**config.mk**
```make
export PLATFORM = sky130hd
export DESIGN_NAME = input_macro_decoder
export DESIGN_NICKNAME = d
export VERILOG_FILES = /design/src/design/input_macro_decoder.v
export VERILOG_INCLUDE_DIRS = /design/src /design/src/design
export SDC_FILE = /design/constraint.sdc
export NUM_CORES = 1
export LEC_CHECK = 0
export CORE_ASPECT_RATIO = 0.8
export CORE_UTILIZATION = 55
export DETAILED_ROUTE_END_ITERATION = 10
export DONT_BUFFER_PORTS = 1
export PLACE_DENSITY_LB_ADDON = 0.25
export REMOVE_ABC_BUFFERS = 1
export SLEW_MARGIN = 20
export SYNTH_ARGS = -nofsm -noshare
export SYNTH_HDL_FRONTEND = slang
export SYNTH_SLANG_ARGS = --single-unit
```
**constraint.sdc**
```tcl
create_clock -name mclk -period 6.3 [get_ports mclk]
set_input_delay 0.315 -clock mclk [delete_from_list [all_inputs] [get_ports mclk]]
set_output_delay 0.315 -clock mclk [all_outputs]
set_load 0.005 [all_outputs]
```
**src/design/input_macro_regs.vh**
```
// Constants for the drive input macro decoder.
// What this block does
// - Control-source selector decides the setpoint source; zero means terminal control.
// - Input-macro selector assigns the function of every digital and analogue input.
// - Latched run input runs while closed and stops when opened.
// - Direction input selects forward or reverse rotation from its level.
// - Analogue-input-1 reference function takes speed from analogue input one.
// - Single preset selection uses the chosen preset speed as setpoint.
// - Preset group picks one of four presets from other digital inputs.
// - Both paired run inputs together stop with the fast-stop ramp.
// - Normally closed trip input opening trips; code chosen by analogue-two format.
// - Normally open start input starts on a momentary closure.
// - Normally closed stop input stops on a momentary opening.
// - Keypad mode: keypad-start setting decides enable-alone start or key needed.
// - Outside keypad mode, enable must be present before fieldbus start is accepted.
// - Speed-increase input raises speed while closed.
// - Speed-decrease input lowers speed while closed.
// - Keypad reference selection uses the keypad speed reference.
// - Fieldbus reference selection takes speed from the selected fieldbus.
// - Auto-start setting decides self start after power-on with the run input closed; latched terminal macros only.
`ifndef INPUT_MACRO_REGS_VH
`define INPUT_MACRO_REGS_VH
// ****************************************
// Control source codes
// ****************************************
`define SRC_TERMINAL  4'h0
`define SRC_KEYPAD_A  4'h1
`define SRC_KEYPAD_B  4'h2
// ****************************************
// Speed reference selector codes
// ****************************************
`define REF_ANALOG1   3'h0
`define REF_ANALOG2   3'h1
`define REF_PRESET    3'h2
`define REF_KEYPAD    3'h3
`define REF_FIELDBUS  3'h4
// ****************************************
// Timing
// ****************************************
`define CLK_MHZ       50
`define FILTER_US     1000
`define FILTER_CYCLES (`FILTER_US * `CLK_MHZ)
`define SETTLE_EXTRA  4
`endif

```
**src/design/input_macro_decoder.v**
```verilog
// Drive input macro decoder: digital terminals to run, direction and reference commands.
`timescale 1ns/100ps
`include "input_macro_regs.vh"

module input_macro_decoder #(
  parameter FILTER_CYCLES = `FILTER_CYCLES
) (
  input  wire       mclk,
  input  wire       rst_b,
  input  wire       digital_in_one,
  input  wire       digital_in_two,
  input  wire       digital_in_three,
  input  wire       digital_in_four,
  input  wire [3:0] control_source,
  input  wire [4:0] input_macro,
  input  wire       analog_two_format,
  input  wire       keypad_start_needed,
  input  wire       keypad_start_key,
  input  wire       keypad_stop_key,
  input  wire       fieldbus_start,
  input  wire       fieldbus_stop,
  input  wire       auto_start,
  input  wire       trip_reset,
  output reg        run_ff,
  output reg        reverse_ff,
  output reg        fast_stop_ff,
  output reg  [2:0] ref_select_ff,
  output reg  [1:0] preset_index_ff,
  output reg        speed_up_input_ff,
  output reg        speed_down_input_ff,
  output reg        ext_trip_ff,
  output reg        ext_trip_code_a_ff,
  output reg        ext_trip_code_b_ff,
  output reg        hw_enable_ff
);

  // ****************************************
  // Input synchronisers and filters
  // ****************************************
  reg  [3:0]  sync1_ff;
  reg  [3:0]  sync2_ff;
  wire [3:0]  din_lvl;
  reg  [31:0] settle_cnt_ff;
  reg         powered_ff;
  reg         auto_done_ff;
  wire [3:0]  raw_in;
  wire [3:0]  din_prev;

  assign raw_in = {digital_in_four, digital_in_three, digital_in_two, digital_in_one};

  // Two flops before anything reads a terminal, since contacts are asynchronous.
  always @(posedge mclk or negedge rst_b) begin
    if (!rst_b) begin
      sync1_ff <= 4'h0;
      sync2_ff <= 4'h0;
    end else begin
      sync1_ff <= raw_in;
      sync2_ff <= sync1_ff;
    end
  end

  // Each terminal is debounced; a contact must hold its level for the whole filter time.
  // This trades a millisecond of latency for immunity to contact bounce.
  genvar gi;
  generate
    for (gi = 0; gi < 4; gi = gi + 1) begin : g_filt
      reg [31:0] stable_cnt_ff;
      reg        din_ff;
      assign din_lvl[gi] = din_ff;
      always @(posedge mclk or negedge rst_b) begin
        if (!rst_b) begin
          stable_cnt_ff <= 32'h0;
          din_ff        <= 1'b0;
        end else if (sync2_ff[gi] == din_ff) begin
          stable_cnt_ff <= 32'h0;
        end else if (stable_cnt_ff >= FILTER_CYCLES - 1) begin
          stable_cnt_ff <= 32'h0;
          din_ff        <= sync2_ff[gi];
        end else begin
          stable_cnt_ff <= stable_cnt_ff + 32'h1;
        end
      end
    end
  endgenerate

  // The filters restart from open after reset, so a closed trip or stop contact
  // would look like an opening; run and the trip latch stay held off until the filters caught up.
  always @(posedge mclk or negedge rst_b) begin
    if (!rst_b) begin
      settle_cnt_ff <= 32'h0;
      powered_ff    <= 1'b0;
    end else if (!powered_ff) begin
      if (settle_cnt_ff >= FILTER_CYCLES + `SETTLE_EXTRA - 1) begin
        powered_ff <= 1'b1;
      end else begin
        settle_cnt_ff <= settle_cnt_ff + 32'h1;
      end
    end
  end

  // Previous filtered levels for edge detection.
  reg [3:0] prev_ff;
  always @(posedge mclk or negedge rst_b) begin
    if (!rst_b) begin
      prev_ff <= 4'h0;
    end else begin
      prev_ff <= din_lvl;
    end
  end
  assign din_prev = prev_ff;

  wire d1 = din_lvl[0];
  wire d2 = din_lvl[1];
  wire d3 = din_lvl[2];
  wire d4 = din_lvl[3];
  wire rise1 = d1 & ~din_prev[0];
  wire rise3 = d3 & ~din_prev[2];
  wire rise4 = d4 & ~din_prev[3];
  wire fall2 = ~d2 & din_prev[1];

  // ****************************************
  // Macro decode
  // ****************************************
  reg       nxt_run;
  reg       nxt_reverse;
  reg       nxt_fast_stop;
  reg [2:0] nxt_ref;
  reg [1:0] nxt_preset;
  reg       nxt_up;
  reg       nxt_down;
  reg       nxt_trip_in;
  reg       nxt_enable;
  reg       start_pulse;
  reg       start_rev;
  reg       stop_pulse;
  reg       latched_mode;
  wire      terminal_mode = (control_source == `SRC_TERMINAL);
  wire      keypad_mode   = (control_source == `SRC_KEYPAD_A) || (control_source == `SRC_KEYPAD_B);

  always @* begin
    nxt_run       = 1'b0;
    nxt_reverse   = reverse_ff;
    nxt_fast_stop = 1'b0;
    nxt_ref       = `REF_ANALOG1;
    nxt_preset    = 2'h0;
    nxt_up        = 1'b0;
    nxt_down      = 1'b0;
    nxt_trip_in   = 1'b1;
    nxt_enable    = 1'b0;
    start_pulse   = 1'b0;
    start_rev     = 1'b0;
    stop_pulse    = 1'b0;
    latched_mode  = 1'b1;
    if (terminal_mode) begin
      nxt_run = d1;
      case (input_macro)
        5'h00: begin
          nxt_reverse = d2;
          nxt_ref     = d3 ? `REF_PRESET : `REF_ANALOG1;
        end
        5'h01: begin
          nxt_ref    = d2 ? `REF_PRESET : `REF_ANALOG1;
          nxt_preset = {1'b0, d3};
        end
        5'h02: begin
          nxt_preset = {d3, d2};
          nxt_ref    = d4 ? `REF_ANALOG1 : `REF_PRESET;
        end
        5'h03, 5'h06: begin
          nxt_trip_in = d3;
          if (input_macro == 5'h06) begin
            nxt_reverse = d2;
          end else begin
            nxt_ref = d2 ? `REF_PRESET : `REF_ANALOG1;
          end
        end
        5'h04: begin
          nxt_ref = d2 ? `REF_ANALOG2 : `REF_ANALOG1;
        end
        5'h05, 5'h07: begin
          nxt_fast_stop = d1 & d2;
          nxt_run       = (d1 ^ d2);
          nxt_reverse   = d2 & ~d1;
          if (input_macro == 5'h07) begin
            nxt_trip_in = d3;
          end else begin
            nxt_ref = d3 ? `REF_PRESET : `REF_ANALOG1;
          end
        end
        5'h08: begin
          nxt_reverse = d2;
          nxt_preset  = {d4, d3};
          nxt_ref     = `REF_PRESET;
        end
        5'h09: begin
          latched_mode = 1'b0;
          start_pulse  = rise1 | rise3;
          start_rev    = rise3 & ~rise1;
          stop_pulse   = fall2;
          nxt_preset   = {d4, 1'b0};
          nxt_ref      = `REF_PRESET;
          nxt_fast_stop = d1 & d3;
        end
        default: begin
          nxt_ref = `REF_ANALOG1;
        end
      endcase
    end else begin
      // The first terminal is both the stop contact and the hardware enable here.
      nxt_enable = d1;
      if (keypad_mode) begin
        nxt_run = d1;
        case (input_macro)
          5'h00, 5'h02: begin
            nxt_up   = d2;
            nxt_down = d3;
            if (input_macro == 5'h00) begin
              nxt_reverse = d4;
              nxt_ref     = `REF_KEYPAD;
            end else begin
              nxt_ref     = d4 ? `REF_PRESET : `REF_KEYPAD;
            end
          end
          5'h06: begin
            nxt_reverse = d2;
            nxt_trip_in = d3;
            nxt_ref     = d4 ? `REF_PRESET : `REF_KEYPAD;
          end
          default: begin
            nxt_ref = `REF_KEYPAD;
          end
        endcase
      end else begin
        nxt_run = d1;
        nxt_ref = `REF_FIELDBUS;
        case (input_macro)
          5'h03: begin
            nxt_ref     = d2 ? `REF_PRESET : `REF_FIELDBUS;
            nxt_trip_in = d3;
          end
          5'h05: begin
            nxt_ref    = d2 ? `REF_PRESET : `REF_FIELDBUS;
            nxt_preset = {1'b0, d3};
          end
          5'h06: begin
            nxt_ref     = d2 ? `REF_ANALOG1 : `REF_FIELDBUS;
            nxt_trip_in = d3;
          end
          5'h07: begin
            nxt_ref     = d2 ? `REF_KEYPAD : `REF_FIELDBUS;
            nxt_trip_in = d3;
          end
          default: begin
            nxt_ref = `REF_FIELDBUS;
          end
        endcase
      end
    end
  end

  // ****************************************
  // Run state and trip latch
  // ****************************************
  reg run_state_ff;
  always @(posedge mclk or negedge rst_b) begin
    if (!rst_b) begin
      run_state_ff        <= 1'b0;
      run_ff              <= 1'b0;
      reverse_ff          <= 1'b0;
      fast_stop_ff        <= 1'b0;
      ref_select_ff       <= `REF_ANALOG1;
      preset_index_ff     <= 2'h0;
      speed_up_input_ff   <= 1'b0;
      speed_down_input_ff <= 1'b0;
      ext_trip_ff         <= 1'b0;
      ext_trip_code_a_ff  <= 1'b0;
      ext_trip_code_b_ff  <= 1'b0;
      hw_enable_ff        <= 1'b0;
      auto_done_ff        <= 1'b0;
    end else begin
      fast_stop_ff        <= nxt_fast_stop;
      ref_select_ff       <= nxt_ref;
      preset_index_ff     <= nxt_preset;
      speed_up_input_ff   <= nxt_up;
      speed_down_input_ff <= nxt_down;
      hw_enable_ff        <= nxt_enable;
      if (start_pulse) begin
        reverse_ff <= start_rev;
      end else begin
        reverse_ff <= nxt_reverse;
      end
      // trip latch; a new opening beats a simultaneous reset.
      if (!nxt_trip_in && powered_ff) begin
        ext_trip_ff        <= 1'b1;
        ext_trip_code_a_ff <= ~analog_two_format;
        ext_trip_code_b_ff <= analog_two_format;
      end else if (trip_reset) begin
        ext_trip_ff        <= 1'b0;
        ext_trip_code_a_ff <= 1'b0;
        ext_trip_code_b_ff <= 1'b0;
      end
      if (!powered_ff) begin
        run_state_ff <= 1'b0;
      end else if (terminal_mode) begin
        // auto start; without it a run held at power-on needs a fresh closure.
        if (!auto_done_ff) begin
          auto_done_ff <= 1'b1;
          run_state_ff <= auto_start & nxt_run & latched_mode;
        end else if (!latched_mode) begin
          if (stop_pulse || nxt_fast_stop) begin
            run_state_ff <= 1'b0;
          end else if (start_pulse) begin
            run_state_ff <= 1'b1;
          end
        end else if (!nxt_run) begin
          run_state_ff <= 1'b0;
        end else if (auto_start || rise1 || (d2 & ~din_prev[1])) begin
          run_state_ff <= 1'b1;
        end
      end else if (keypad_mode) begin
        auto_done_ff <= 1'b1;
        if (!nxt_run || !nxt_enable || keypad_stop_key) begin
          run_state_ff <= 1'b0;
        end else if (!keypad_start_needed || keypad_start_key) begin
          run_state_ff <= 1'b1;
        end
      end else begin
        auto_done_ff <= 1'b1;
        if (!nxt_run || !nxt_enable || fieldbus_stop) begin
          run_state_ff <= 1'b0;
        end else if (fieldbus_start) begin
          run_state_ff <= 1'b1;
        end
      end
      run_ff <= run_state_ff & ~ext_trip_ff & ~nxt_fast_stop;
    end
  end

endmodule // input_macro_decoder

```
==> metrics.cfg <==
[timing]
worst_clock_skew_ns = 0.007189
slew_violations = 0
slew_headroom = 0.2434
worst_pin_slew_ns = 1.126
fin_crit_ns = 2.462
setup_viol = 0
grt_setup_unrepaired = false
hold_viol_final = 0
min_period_over_period = 0.3908
fin_setup_tns_ns = 0
clock.fmax_mhz = 406.1

[synthesis]
syn_area_sq_um = 7631
synth_seq_cells = 192
syn_avg_cell_area_sq_um = 11.49
synth_xor_area_frac = 0.08493
synthesis.instances = 664
synth_compound_area_frac = 0.05657
yosysUniqueCellTypes = 57
yosys.area_share.adder = 0.009838
yosys.area_share.simple = 0.1843
ys_warn_count = 0
ys.flop_type = dfrtp_1
yosysSeqAreaShare = 0.6296
synth_top_family_by_area = simple AND/OR/NAND/NOR gates
synth_edf_count = 0
yosys-mux-area-fraction = 0.008690
synthArstFlopShare = 1.000

[pwr]
p_leak_uw = 0.003771
power_density_nw_per_um2 = 283.4
p_sw_frac = 0.1997
p_int_uw = 1964
clockPowerShare = 0.454
power_frac_comb = 0.025
ir_drop_mv = 0.2566
p_total_uw = 2454
pwr-share-seq = 0.520
power.switching_uw = 490.1

[detailed_routing]
drc = 0
finalWirelength_microns = 13450
via_count = 4847
drt-initial-drc-count = 277
viasPerCell = 5.332
drt-wirelength-per-cell_microns = 14.80
first_pass_iters = 4
drtAntennaViolNets = 0

[critical_path]
worst_ep_required_time_ns = 6.61
worstSetupStartpoint = settle_cnt_ff[22]
arrival_ns = 2.77
endpoint_kind = register
critical_path_class = register to register
r2r_start = settle_cnt_ff[22]
crit_fanout = 11
start_kind = register

[die]
dieArea_sq_um = 14350
fp.dieW_microns = 133.7
fp.coreArea_sq_um = 13550
num_rows = 38
initial_core_util = 0.5632
ioPinCount = 37
die_h_microns = 107.4

[outcome]
status = finished, final reports clean

[placement]
io_buffers = 0
hpwl_microns = 8937
place_congestion = 0.7772

[min_path]
worstHoldStart = trip_reset
hp-class = input pin to register

[cells_and_area]
drive_gt1_frac = 0.05350
diodes = 0
nets = 747
final_cell_mix = dfrtp_1, nor2_1, conb_1, nand2_1, xnor2_1
layout_commonest_cell = dfrtp_1
postLayoutCoreUtil = 0.6390
synthToLayoutAreaGrowth_pct = 13.46

[clocking]
clock-sinks = 192
cts_tree = built
clk_pin_slew_worst_paths_ns = 0.07
post_cts_resized = 0
htreeDepth = 4
insertion_delay_ns = 0.43
root_buffer = clkbuf_16
max-clock-path-buffers = 2
numCtsBuffers = 17

[global_routing]
grt_antenna_before_repair = 0
grt_usage = 0.2090
grt_pass1_wl_microns = 22810
grt_max_degree = 193
grt_overflow_total = 0
grt_pass1_vias = 4807

[run]
drv_cap = 0

[repair_timing]
item,in CTS,in global routing
hold endpoints to repair,198,0
hold buffers,7,0
buffers inserted,0,0
[power groups by stage]
stage	Clock, uW	Combinational (uW)	Sequential, uW
after global routing	1190	73.6	1280
after CTS	1140	62.9	1280
after detailed placement	0	33.8	1300
after global placement	0	32.8	1300
final	1110	62.3	1280
after floorplan	0	27.8	1300
[critical path, stage by stage, from the launching register on]
cell and delay [ns]:
dfrtp_1 0.37, nor4_1 0.34, nand2_1 0.12, nor3_1 0.87, nand2_1 0.29, mux2_2 0.35
[cells by family after synthesis]
kind of cell	Yosys count
flops	192
xor+xnor	74
other cells	1
compound gates	61
simple gates	276
buf+inv	48
fa+ha+maj	6
mux	6
[cell type report]
| cell class | instances | area [sq um] |
|---|---|---|
| Tap cell | 180 | 225.2 |
| Fill cell | 1047 | 4892 |
| Sequential cell | 192 | 4805 |
| Multi-Input combinational cell | 487 | 2873 |
| Inverter | 13 | 48.80 |
| Clock buffer | 21 | 460.4 |
| Clock inverter | 9 | 158.9 |
| Timing Repair Buffer | 7 | 87.58 |
[routing by layer]
| layer | GRT usage | share of wire |
|---|---|---|
| met1 | 0.2698 | 0.46 |
| met2 | 0.3374 | 0.49 |
| met3 | 0.05508 | 0.037 |
| met4 | 0.08685 | 0.019 |
| met5 | 0 | 0 |
[worst paths after layout]
kind                                          endpoint  slack (ns)  depth (start not counted)
setup / recovery                      settle_cnt_ff[1]        3.84                          5
hold / removal                      ext_trip_code_a_ff        0.08                          3
setup reg to reg                      settle_cnt_ff[1]        3.84                          5
hold reg to reg                            sync2_ff[0]        0.35                          0
max in group asynchronous  g_filt[0].stable_cnt_ff[14]        4.98                          2
min in group asynchronous  g_filt[1].stable_cnt_ff[11]        0.52                          2
[per-stage QoR]
step / cell area (sq um) / cells / setup WS, ns / hold WS [ns]
2_1_floorplan: 7721 / 692 / 4.243 / 0.01941
4_1_cts: 8653 / 909 / 3.885 / 0.05768
6_report: 8658 / 909 / 3.838 / 0.08225
3_3_place_gp: 7946 / 872 / 4.007 / 0.02442
5_1_grt: 8658 / 909 / 3.720 / 0.08503
3_5_place_dp: 7946 / 872 / 3.894 / 0.02440
[sequential cells by signal, indices dropped and copies added (netlist names), 2 cells and up]
register	cells
preset_index_ff	2
sync1_ff	4
sync2_ff	4
g_filt.stable_cnt_ff	128
settle_cnt_ff	32
din_prev	3
ref_select_ff	3
[cells in the mapped netlist, drive strengths merged, types with 8 or more instances]
cell    number  share of area
xor2        36          0.041
o21ai       10         0.0066
a21oi        8         0.0052
xnor2       38          0.044
nor4        24          0.022
and4         9          0.010
dfrtp      192           0.63
or4          8         0.0084
and3        13          0.011
nor2        93          0.046
clkbuf      28          0.014
or3          8         0.0066
nand4       20          0.016
inv         13         0.0064
nand3       28          0.018
nand2       42          0.021
nor3        12         0.0079
No activity file was read; power rests on OpenSTA's default activity.
